**src/logic/lsrd_pkg.sv**
```systemverilog
// Package with register map, field layouts, reset values and timing constants
package lsrd_pkg;
  // ---------------------------------------------------------------------------
  // Register map
  // ---------------------------------------------------------------------------
  localparam logic [7:0] LSRD_IDX_LINE   = 8'h02;
  localparam logic [7:0] LSRD_IDX_DELAY  = 8'h03;
  localparam logic [7:0] LSRD_IDX_THRESH = 8'h04;
  localparam logic [7:0] LSRD_IDX_REGION = 8'h10;
  localparam logic [7:0] LSRD_IDX_IRQST  = 8'h11;
  localparam logic [7:0] LSRD_IDX_IRQMSK = 8'h12;
  localparam logic [7:0] LSRD_IDX_NETDLY = 8'h13;

  // ---------------------------------------------------------------------------
  // Fields and reset values
  // ---------------------------------------------------------------------------
  localparam int LSRD_BIT_RESET  = 5;
  localparam int LSRD_BIT_NET    = 4;
  localparam int LSRD_BIT_SWITCH = 3;
  localparam int LSRD_BIT_LIN    = 2;
  localparam int LSRD_BIT_STATUS = 1;
  localparam logic [2:0] LSRD_DELAY_RST  = 3'h7;
  localparam logic [1:0] LSRD_SUPER_RST  = 2'h2;
  localparam logic [1:0] LSRD_CRIT_RST   = 2'h1;
  localparam logic [1:0] LSRD_LOW_RST    = 2'h1;
  localparam logic [2:0] LSRD_NETDLY_RST = 3'h7;

  // Interrupt status bits: one per qualified pin, one shared by all region changes
  localparam int LSRD_IRQ_W      = 5;
  localparam int LSRD_IRQ_REGION = 4;

  // ---------------------------------------------------------------------------
  // Timing
  // ---------------------------------------------------------------------------
  localparam int LSRD_CLK_KHZ = 100_000;
  // Delay table in microseconds, index is the delay code
  localparam int LSRD_DELAY_US [8] = '{1200, 2000, 4000, 8000, 12000, 20000, 30000, 45000};
endpackage

```
**src/logic/lsrd_top.sv**
```systemverilog
// Line status, reset delay and supply threshold register bank with APB slave
`timescale 1ns/1ns
module lsrd_top
  import lsrd_pkg::*;
#(
  parameter int QUAL_ACT_US   = 50,
  parameter int QUAL_INACT_US = 50,
  parameter int DELAY_SCALE   = 1
)
(
  input  wire logic        pclk,
  input  wire logic        presetn,
  input  wire logic        psel,
  input  wire logic        penable,
  input  wire logic        pwrite,
  input  wire logic [11:0] paddr,
  input  wire logic [31:0] pwdata,
  output logic [31:0]      prdata,
  output logic             pready,
  output logic             pslverr,
  input  wire logic        wire_network_activity,
  input  wire logic        switch_input_pin,
  input  wire logic        lin_pin,
  input  wire logic        network_status_pin,
  input  wire logic        reset_pin_in,
  input  wire logic        supply_ok,
  input  wire logic        wire_network_wake_cause,
  input  wire logic        super_above,
  input  wire logic        critical_below,
  input  wire logic        low_below,
  output logic             reset_out_n,
  output logic [1:0]       super_trip_select,
  output logic [1:0]       critical_trip_select,
  output logic [1:0]       low_trip_select,
  output logic             irq
);
  // ---------------------------------------------------------------------------
  // Input synchronisers
  // ---------------------------------------------------------------------------
  localparam int NSYNC = 9;
  // Active-low pins idle high; zero here would fake a reset-pin indication
  // and start the wake timers straight out of reset
  localparam logic [NSYNC-1:0] SYNC_IDLE = 9'h00F;
  logic [NSYNC-1:0] sync1_reg;
  logic [NSYNC-1:0] sync2_reg;
  logic [NSYNC-1:0] raw_in;
  assign raw_in = {low_below, critical_below, super_above, wire_network_wake_cause, supply_ok,
                   reset_pin_in, network_status_pin, lin_pin, switch_input_pin};

  always_ff @(posedge pclk or negedge presetn)
  begin
    if (!presetn)
    begin
      sync1_reg <= SYNC_IDLE;
      sync2_reg <= SYNC_IDLE;
    end
    else
    begin
      sync1_reg <= raw_in;
      sync2_reg <= sync1_reg;
    end
  end

  logic sw_s;
  logic lin_s;
  logic stat_s;
  logic rstpin_s;
  logic supply_s;
  logic netwake_s;
  logic [2:0] region_s;
  assign sw_s      = sync2_reg[0];
  assign lin_s     = sync2_reg[1];
  assign stat_s    = sync2_reg[2];
  assign rstpin_s  = sync2_reg[3];
  assign supply_s  = sync2_reg[4];
  assign netwake_s = sync2_reg[5];
  assign region_s  = sync2_reg[8:6];

  logic net1_reg;
  logic net2_reg;
  always_ff @(posedge pclk or negedge presetn)
  begin
    if (!presetn)
    begin
      net1_reg <= 1'b0;
      net2_reg <= 1'b0;
    end
    else
    begin
      net1_reg <= wire_network_activity;
      net2_reg <= net1_reg;
    end
  end

  // ---------------------------------------------------------------------------
  // Qualification timers
  // ---------------------------------------------------------------------------
  localparam int ACT_CYC   = (QUAL_ACT_US * LSRD_CLK_KHZ) / 1000;
  localparam int INACT_CYC = (QUAL_INACT_US * LSRD_CLK_KHZ) / 1000;
  localparam int NQ        = 4;

  // Active level per pin: network activity high, the three wake pins low
  logic [NQ-1:0] qual_active;
  logic [NQ-1:0] qual_reg;
  assign qual_active = {net2_reg, ~sw_s, ~lin_s, ~stat_s};

  genvar g;
  generate
    for (g = 0; g < NQ; g++)
    begin : g_qual
      lsrd_qual
      #(
        .ACT_CYC   (ACT_CYC),
        .INACT_CYC (INACT_CYC)
      )
      u_qual
      (
        .pclk     (pclk),
        .presetn  (presetn),
        .level_in (qual_active[g]),
        .qual_out (qual_reg[g])
      );
    end
  endgenerate

  logic [7:0] line_status;
  always_comb
  begin
    line_status = '0;
    line_status[LSRD_BIT_RESET]  = ~rstpin_s;
    line_status[LSRD_BIT_NET]    = qual_reg[3];
    line_status[LSRD_BIT_SWITCH] = qual_reg[2];
    line_status[LSRD_BIT_LIN]    = qual_reg[1];
    line_status[LSRD_BIT_STATUS] = qual_reg[0];
  end

  // ---------------------------------------------------------------------------
  // Reset generator
  // ---------------------------------------------------------------------------
  logic [2:0] delay_reg;
  logic [2:0] netdly_reg;
  logic [5:0] thresh_reg;
  logic [31:0] rcnt_reg;
  logic [31:0] delay_cyc;
  logic [2:0]  sel_code;

  assign sel_code  = netwake_s ? netdly_reg : delay_reg;
  assign delay_cyc = 32'((LSRD_DELAY_US[sel_code] * (LSRD_CLK_KHZ / 1000)) / DELAY_SCALE);

  always_ff @(posedge pclk or negedge presetn)
  begin
    if (!presetn)
    begin
      rcnt_reg    <= '0;
      reset_out_n <= 1'b0;
    end
    else if (!supply_s)
    begin
      rcnt_reg    <= '0;
      reset_out_n <= 1'b0;
    end
    else if (!reset_out_n)
    begin
      if (rcnt_reg >= delay_cyc - 32'd1)
      begin
        reset_out_n <= 1'b1;
      end
      else
      begin
        rcnt_reg <= rcnt_reg + 32'd1;
      end
    end
  end

  // ---------------------------------------------------------------------------
  // Threshold outputs and region
  // ---------------------------------------------------------------------------
  assign super_trip_select    = thresh_reg[5:4];
  assign critical_trip_select = thresh_reg[3:2];
  assign low_trip_select      = thresh_reg[1:0];

  // All clear means normal region
  logic [7:0] region_status;
  assign region_status = {5'h0, region_s[0], region_s[1], region_s[2]};

  // ---------------------------------------------------------------------------
  // Interrupts
  // ---------------------------------------------------------------------------
  logic [LSRD_IRQ_W-1:0] irq_st_reg;
  logic [LSRD_IRQ_W-1:0] irq_mask_reg;
  logic [NQ-1:0]         qual_prev_reg;
  logic [2:0]            region_prev_reg;
  logic [LSRD_IRQ_W-1:0] irq_evt;

  always_ff @(posedge pclk or negedge presetn)
  begin
    if (!presetn)
    begin
      qual_prev_reg   <= '0;
      region_prev_reg <= '0;
    end
    else
    begin
      qual_prev_reg   <= qual_reg;
      region_prev_reg <= region_s;
    end
  end

  assign irq_evt = {region_s != region_prev_reg, qual_reg ^ qual_prev_reg};

  // ---------------------------------------------------------------------------
  // APB slave
  // ---------------------------------------------------------------------------
  logic       wr_en;
  logic       rd_en;
  logic [7:0] idx;
  logic       mapped;
  assign idx   = paddr[9:2];
  assign wr_en = psel && penable && pwrite;
  // Read data is captured in setup so it stands through the whole access
  assign rd_en = psel && !penable && !pwrite;
  assign pready = 1'b1;
  assign mapped = (paddr[1:0] == 2'b00) && (paddr[11:10] == 2'b00) &&
                  (idx == LSRD_IDX_LINE || idx == LSRD_IDX_DELAY || idx == LSRD_IDX_THRESH ||
                   idx == LSRD_IDX_REGION || idx == LSRD_IDX_IRQST ||
                   idx == LSRD_IDX_IRQMSK || idx == LSRD_IDX_NETDLY);
  assign pslverr = psel && penable && !mapped;

  always_ff @(posedge pclk or negedge presetn)
  begin
    if (!presetn)
    begin
      delay_reg    <= LSRD_DELAY_RST;
      netdly_reg   <= LSRD_NETDLY_RST;
      thresh_reg   <= {LSRD_SUPER_RST, LSRD_CRIT_RST, LSRD_LOW_RST};
      irq_mask_reg <= '0;
    end
    else if (wr_en && mapped)
    begin
      case (idx)
        LSRD_IDX_DELAY:  delay_reg    <= pwdata[2:0];
        LSRD_IDX_THRESH: thresh_reg   <= pwdata[5:0];
        LSRD_IDX_IRQMSK: irq_mask_reg <= pwdata[LSRD_IRQ_W-1:0];
        LSRD_IDX_NETDLY: netdly_reg   <= pwdata[2:0];
        default:         ;
      endcase
    end
  end

  // New events win over a write-one clear in the same cycle
  always_ff @(posedge pclk or negedge presetn)
  begin
    if (!presetn)
    begin
      irq_st_reg <= '0;
    end
    else
    begin
      irq_st_reg <= (irq_st_reg & ~((wr_en && idx == LSRD_IDX_IRQST && mapped) ?
                    pwdata[LSRD_IRQ_W-1:0] : '0)) | irq_evt;
    end
  end

  assign irq = |(irq_st_reg & irq_mask_reg);

  // Refused accesses read zero even when the index bits hit a register
  logic [31:0] rd_word;
  always_comb
  begin
    rd_word = '0;
    if (mapped)
    begin
      case (idx)
        LSRD_IDX_LINE:   rd_word = {24'h0000_00, line_status};
        LSRD_IDX_DELAY:  rd_word = {29'h0, delay_reg};
        LSRD_IDX_THRESH: rd_word = {26'h0, thresh_reg};
        LSRD_IDX_REGION: rd_word = {24'h0000_00, region_status};
        LSRD_IDX_IRQST:  rd_word = {27'h0, irq_st_reg};
        LSRD_IDX_IRQMSK: rd_word = {27'h0, irq_mask_reg};
        LSRD_IDX_NETDLY: rd_word = {29'h0, netdly_reg};
        default:         rd_word = '0;
      endcase
    end
  end

  always_ff @(posedge pclk or negedge presetn)
  begin
    if (!presetn)
    begin
      prdata <= '0;
    end
    else if (rd_en)
    begin
      prdata <= rd_word;
    end
  end
endmodule

// -----------------------------------------------------------------------------
// Qualification timer for one wake input
// -----------------------------------------------------------------------------
module lsrd_qual
  import lsrd_pkg::*;
#(
  parameter int ACT_CYC   = 5000,
  parameter int INACT_CYC = 5000
)
(
  input  wire logic pclk,
  input  wire logic presetn,
  input  wire logic level_in,
  output logic      qual_out
);
  localparam int QW = $clog2((ACT_CYC > INACT_CYC ? ACT_CYC : INACT_CYC) + 1);
  logic [QW-1:0] cnt_reg;
  logic [QW-1:0] target;
  // Dwell time depends on which way the bit would move
  assign target = qual_out ? QW'(INACT_CYC) : QW'(ACT_CYC);

  always_ff @(posedge pclk or negedge presetn)
  begin
    if (!presetn)
    begin
      cnt_reg  <= '0;
      qual_out <= 1'b0;
    end
    else if (level_in == qual_out)
    begin
      cnt_reg <= '0;
    end
    else if (cnt_reg >= target - QW'(1))
    begin
      cnt_reg  <= '0;
      qual_out <= level_in;
    end
    else
    begin
      cnt_reg <= cnt_reg + QW'(1);
    end
  end
endmodule

```
**config.mk**
```make
export PLATFORM = sky130hd
export DESIGN_NAME = lsrd_top
export DESIGN_NICKNAME = d
export VERILOG_FILES = /design/src/logic/lsrd_pkg.sv /design/src/logic/lsrd_top.sv
export SDC_FILE = /design/constraint.sdc
export NUM_CORES = 1
export LEC_CHECK = 0
export ABC_CLOCK_PERIOD_IN_PS = 17300
export BUFFER_PORTS_ARGS = -buffer_cell sky130_fd_sc_hd__buf_4
export CAP_MARGIN = 40
export CORE_MARGIN = 5
export CORE_UTILIZATION = 50
export DETAILED_ROUTE_END_ITERATION = 6
export GPL_TIMING_DRIVEN = 1
export PLACE_DENSITY = 0.7
export SYNTH_ARGS = -nofsm -noshare
export SYNTH_HDL_FRONTEND = slang
export SYNTH_HIERARCHICAL = 1
export SYNTH_SLANG_ARGS = --single-unit
```
**constraint.sdc**
```tcl
create_clock -name pclk -period 17.3 [get_ports pclk]
set_input_delay 0.865 -clock pclk [delete_from_list [all_inputs] [get_ports pclk]]
set_output_delay 0.865 -clock pclk [all_outputs]
set_load 0.05 [all_outputs]
```
After elaboration in Yosys (flattened, before gate mapping)
Memory sizes are Yosys's and may differ from the RTL's.
Index checks and enable logic that the tools add are counted.
{"block": "word_totals", "rom_bits": 256, "output_inout_bits": 42, "inputBits": 59, "memories": 1, "ff_bits": 170}
{"memory": "(name not given)", "depth": 8, "width": 32, "rd": 1, "rd_clocked_by_memory_dff": 0, "wr": 0, "line_no": "lsrd_top.sv:148", "source": "assign delay_cyc = 32'((LSRD_DELAY_US[sel_code] * (LSRD_CLK_KHZ / 1000)) / DELAY_SCALE);"}
{"block": "classes", "mul": 1, "n_addsub": 6, "magnitude_cmp": 6, "n_mux": 20, "reduce_logical": 31, "n_bitwise": 14, "eq_ne": 14}
{"cell": "$mux 32", "n": 6}
{"cell": "$mux 13", "n": 8}
{"cell": "$add 13x1->13 const B", "n": 4}
{"cell": "$ge 13x13->1 const B", "n": 4}
{"cell": "$pmux 6 s7", "n": 1}
{"cell": "$add 32x1->32 const B", "n": 1}
{"cell": "$eq 8x5->1 const B", "n": 4}
{"cell": "$ge 32x32->1", "n": 1}
{"cell": "$mul 32x6->30 const B", "n": 1}
{"cell": "$sub 32x1->32 const B", "n": 1}
{"cell": "$reduce_and 2->1", "n": 9}
{"cell": "$eq 8x2->1 const B", "n": 2}
{"cell": "$and 5x5->5", "n": 2}
{"cell": "$logic_and 1x1->1", "n": 10}
{"cell": "$eq 8x3->1 const B", "n": 1}
{"cell": "$not 1->1", "n": 8}
{"cell": "$logic_or 1x1->1", "n": 6}
{"cell": "$mux 5", "n": 1}
{"cell": "$not 5->5", "n": 1}
{"cell": "$or 5x5->5", "n": 1}
{"cell": "$reduce_or 5->1", "n": 1}
{"cell": "$eq 1x1->1", "n": 4}
{"cell": "$ge 4x4->1 const B", "n": 1}
{"cell": "$logic_not 2->1", "n": 2}
{"cell": "7 further kinds", "n": 12}

Depth between registers and ports, before layout
{"block": "logic_depth", "word_depth": 13, "depth_mapped": 31, "mapped_depth_nobuf": 28}

Modules after synthesis
The synthesis kept the hierarchy.
{"module": "lsrd_top", "area_each_um2": 5898.2, "seq_area_each_um2": 2223.4, "cells_each": 567, "n_inst": 1}
{"module": "lsrd_qual", "area_each_um2": 713.2, "seq_area_each_um2": 350.3, "cells_each": 72, "n_inst": 4}

Least setup slack after synthesis
OpenSTA, ideal clock, no wires.
{"block": "synth_path", "path_type": "register to register", "start": "register sync2_reg[5]", "end": "register rcnt_reg[14]", "path_buffers": 4, "path_stages_with_launch": 31, "period_less_slack_ns": 7.071, "setup_time_ns": 0.119, "arrival_ns": 6.952, "slack_ns": 10.229, "cell_sequence": "dfrtp_1 buf_6 mux2i_4 inv_6 ha_1 clkbuf_1 mux2i_1 mux2i_1 inv_1 ha_1 fa_1 ha_1 ha_1 fa_1 a21o_1 a22o_1 and4_1 nor3b_1 nand4_2 or3_4 nor3b_2 xor2_1 ha_1 nand4_1 a2111oi_0 a21o_1 clkbuf_1 buf_1 nor3_1 xor2_1 and2_1"}
{"block": "synth_via", "elab_chain_len": 10}
{"element": "start, declared", "line_no": "lsrd_top.sv:45", "source": "logic [NSYNC-1:0] sync2_reg;"}
{"element": "start signal, assigned", "line_no": "lsrd_top.sv:60", "source": "sync2_reg <= sync1_reg;"}
{"element": "$mux 3", "line_no": "lsrd_top.sv:147", "source": "assign sel_code = netwake_s ? netdly_reg : delay_reg;"}
{"element": "$not 3->4 (not written as such)", "line_no": "lsrd_top.sv:148"}
{"element": "$mem_v2 8x32"}
{"element": "$mux 32 (not written as such) (2 in series)", "line_no": "lsrd_top.sv:148"}
{"element": "$mul 32x6->30", "line_no": "lsrd_top.sv:148"}
{"element": "$sub 32x1->32", "line_no": "lsrd_top.sv:164", "source": "if (rcnt_reg >= delay_cyc - 32'd1)"}
{"element": "$ge 32x32->1", "line_no": "lsrd_top.sv:164"}
{"element": "$ne 2x2->1 (no line)"}
{"element": "$reduce_and 2->1 (no line)"}
{"element": "end signal, assigned", "line_no": "lsrd_top.sv:170", "source": "rcnt_reg <= rcnt_reg + 32'd1;"}
{"element": "end, declared", "line_no": "lsrd_top.sv:143", "source": "logic [31:0] rcnt_reg;"}
No other way between the ends. The select of a mux whose other input is x is not followed.
A chain may end at the register's enable or synchronous reset.

Final worst setup path
{"block": "layout_path", "start": "register sync2_reg[5]", "end": "register rcnt_reg[10]"}
The elaborated chain is that of the path after synthesis.

==> summary.md <==
| Metric | Value |
|---|---|
| Post-cts sizing count | `0` |
| Metal2 WL | `8.91 mm` |
| DR iter-0 viols | `303` |
| Max reg flops | `52` |
| Max Clk Rate | `128 MHz` |
| Fin Setup TNS | `0 ps` |
| Die area | `20,200 sq um` |
| Final period util | `45.2%` |
| Final wirelength | `17.9 mm` |
| Commonest non-fill, non-tap cell in the layout | `dfrtp_1` |
| EDFF count, synth | `0` |
| Critical Path Fanout Max | `18` |
| Slew Limit Fails | `0` |
| Clk_lat worst skew | `430 ps` |
| Count of final hold-check violations | `0` |
| # fillers | `1,464` |
| Final Non-Filler Cells | `1,141` |
| Post-synthesis sequential area ratio | `41.4%` |
| Top routing layer in use | `met4` |
| CP arrival | `8130 ps` |
| Worst Hold Depth | `0` |
| DPL Wire Length | `12.9 mm` |
| Static Leak | `0.00467 uW` |
| Worst Path Required | `17,610 ps` |
| Syn Area/Cell | `10.2 sq um` |
| Htree depth | `4` |
| Worst setup path class | `register to register` |
| Die Height | `142 microns` |
| Wire length of the first global-routing pass | `29.8 mm` |
| Number of global-route vias before repair | `5,985` |
| Yosys warning total | `6` |
| Cts bufs inserted | `17` |
| RD Place Congestion | `0.818` |
| Routed length on met1 | `8.12 mm` |
| TritonCTS clock tree | `done` |
| Via count | `6,142` |
| Post-Synthesis Cells | `855` |
| Slew headroom | `44.3%` |
| Core region area | `17,200 sq um` |
| Number of antenna violations at the first check in global routing | `0` |
| CTS root buffer | `clkbuf_16` |
| R2R depth | `26` |
| Max Cap Viol | `0` |
| CTS sink cnt | `144` |
| Total gr overflow | `0` |
| Asr flop ratio synth | `100%` |
| CTS Buffer Depth | `2` |
| DRC Markers | `0` |
| Initial Utilization | `50.8%` |
| Antenna Nets Post-Route | `0` |
| N_diodes | `0` |
| Hold bufs inserted after CTS | `0` |
| Max rail drop VDD | `0.0743 mV` |
| Synth cell types | `67` |
| Clk slew on worst S/H paths | `60 ps` |
| CP startpoint kind | `register` |
| Vias per cell | `5.38` |
| DRT Pass-1 Iters | `6` |
| Most common flop cell mapped by yosys | `dfrtp_1` |
| Final setup violation count | `0` |
| Synth Cell Area | `8750 sq um` |
| CP Capture Type | `register` |
| Yosys reg bits | `144` |
| Util after Layout | `56.9%` |
| Die Span X | `142 microns` |
| Area Growth Syn to Fin | `12.0%` |
| Slew @ Worst Pin | `835 ps` |
| Share of post-route cells with drive strength above 1 | `16.8%` |
| Dpl cells | `1,109` |
| Post-route cell area | `9800 sq um` |
| PwrDens | `79.1 nW/um^2` |
| Tmin final | `7820 ps` |
| Tightest Hold Check Type | `register to register` |
| Wire length on met3 | `667 microns` |
| # IOs | `101` |
| Port buffer count | `47` |
| Status | `completed` |
| Post-CTS Setup Bufs | `0` |
| Routed wire per std cell | `15.7 microns` |
| Largest net degree at the start of global routing | `83` |
| RSZ-0062 raised after global routing | `false` |
| Nets | `1,033` |
| Most frequent cells in the layout | `127 x dfrtp_1, 66 x ha_1, 64 x nor2_1` |
| Cell Area, Placed | `9190 sq um` |
| Final clock skew | `10.4 ps` |
| FP Rows | `48` |
| Total GRT Usage | `18.4%` |
cell families (layout without fill, tap and decap cells):
logic type	Yosys count	after routing	synth area share (%)
AO/OA/AOI/OAI	113	113	9.05
adder cells (fa/ha/maj)	71	71	10.6
multiplexers	33	33	4.82
AND/OR/NAND/NOR	301	301	18.8
XOR/XNOR	94	94	9.41
other	2	27	0.0858
buffers and inverters	97	133	5.80
flip-flops	144	144	41.4
per-layer routing:
metal | vias up | global-route usage (%)
met5 | - | 0
met4 | 0 | 5.55
li1 | 3032 | -
met2 | 92 | 30.6
met3 | 15 | 3.86
met1 | 3003 | 24.2
path summary, 6_finish.rpt:
path                               from            to  slack (ps)
min reg2reg                sync1_reg[4]  sync2_reg[4]         350
max                        sync2_reg[5]  rcnt_reg[10]        9480
max reg2reg                sync2_reg[5]  rcnt_reg[10]        9480
max in group asynchronous       presetn  sync2_reg[8]       15550
min                        sync1_reg[4]  sync2_reg[4]         350
min in group asynchronous       presetn  rcnt_reg[27]         460
synth_stat cells (all sizes together) (3+ instances only):
| cell | number | area, sq um |
|---|---|---|
| a22o | 3 | 26.3 |
| a21o | 15 | 113 |
| ha | 66 | 826 |
| clkbuf | 12 | 45.0 |
| dfrtp | 127 | 3180 |
| a222oi | 5 | 50.1 |
| nor4 | 22 | 198 |
| a21boi | 7 | 52.6 |
| nor3b | 3 | 27.5 |
| dfstp | 17 | 447 |
| mux2 | 23 | 259 |
| or4 | 5 | 41.3 |
| nor2 | 72 | 290 |
| xnor2 | 58 | 508 |
| nand2 | 60 | 225 |
| and2 | 40 | 250 |
| a211oi | 3 | 35.0 |
| a21oi | 24 | 124 |
| nor3 | 26 | 130 |
| nand4 | 16 | 131 |
| inv | 52 | 200 |
| nor2b | 4 | 25.0 |
| buf | 33 | 263 |
| nand3 | 30 | 150 |
| xor2 | 36 | 315 |
| and4 | 7 | 61.3 |
| a31oi | 5 | 31.3 |
| fa | 5 | 100 |
| a2111oi | 7 | 80.1 |
| and3 | 8 | 50.1 |
| mux2i | 8 | 118 |
| o21ai | 27 | 135 |
worst max-delay path, stage by stage, from the launching register on:
cell and delay [ps]:
dfrtp_1 570, mux2i_4 550, inv_6 90, ha_1 370, mux2i_1 200, mux2i_1 140
inv_1 90, ha_1 240, fa_1 460, ha_1 320, ha_1 230, fa_1 420
a21o_1 220, a22o_1 230, and4_1 210, nor3b_1 440, nand4_2 180, or3_4 380
nor3b_2 180, xor2_1 90, ha_1 300, nand4_1 150, a2111oi_0 560, a21o_1 580
nor3_1 150, xor2_1 170, and2_1 170
final cells by class:
type	count	area [sq um]	share of cell area, %
well taps	225	282	2.87
multi-input cells	639	4710	48.1
flip-flops and latches	144	3620	37.0
repair buffers	49	372	3.79
inverters	52	200	2.04
clock buffers	18	429	4.38
clock inverters	14	184	1.88
metrics by stage:
stage | setup WS, ps | hold WS [ps] | power [uW]
2_1_floorplan | 10230 | 331 | 385
3_3_place_gp | 9700 | 333 | 396
3_5_place_dp | 9680 | 336 | 397
4_1_cts | 9440 | 348 | 783
5_1_grt | 8890 | 360 | 804
6_report | 9480 | 351 | 775
power breakdown:
group	switching [uW]	internal, uW	leakage, uW
logic	29.7	11.0	0.00247
clock network	164	221	0.000299
registers	6.45	343	0.00190
total	200	575	0.00467
Power figures use the tool's default switching activity.
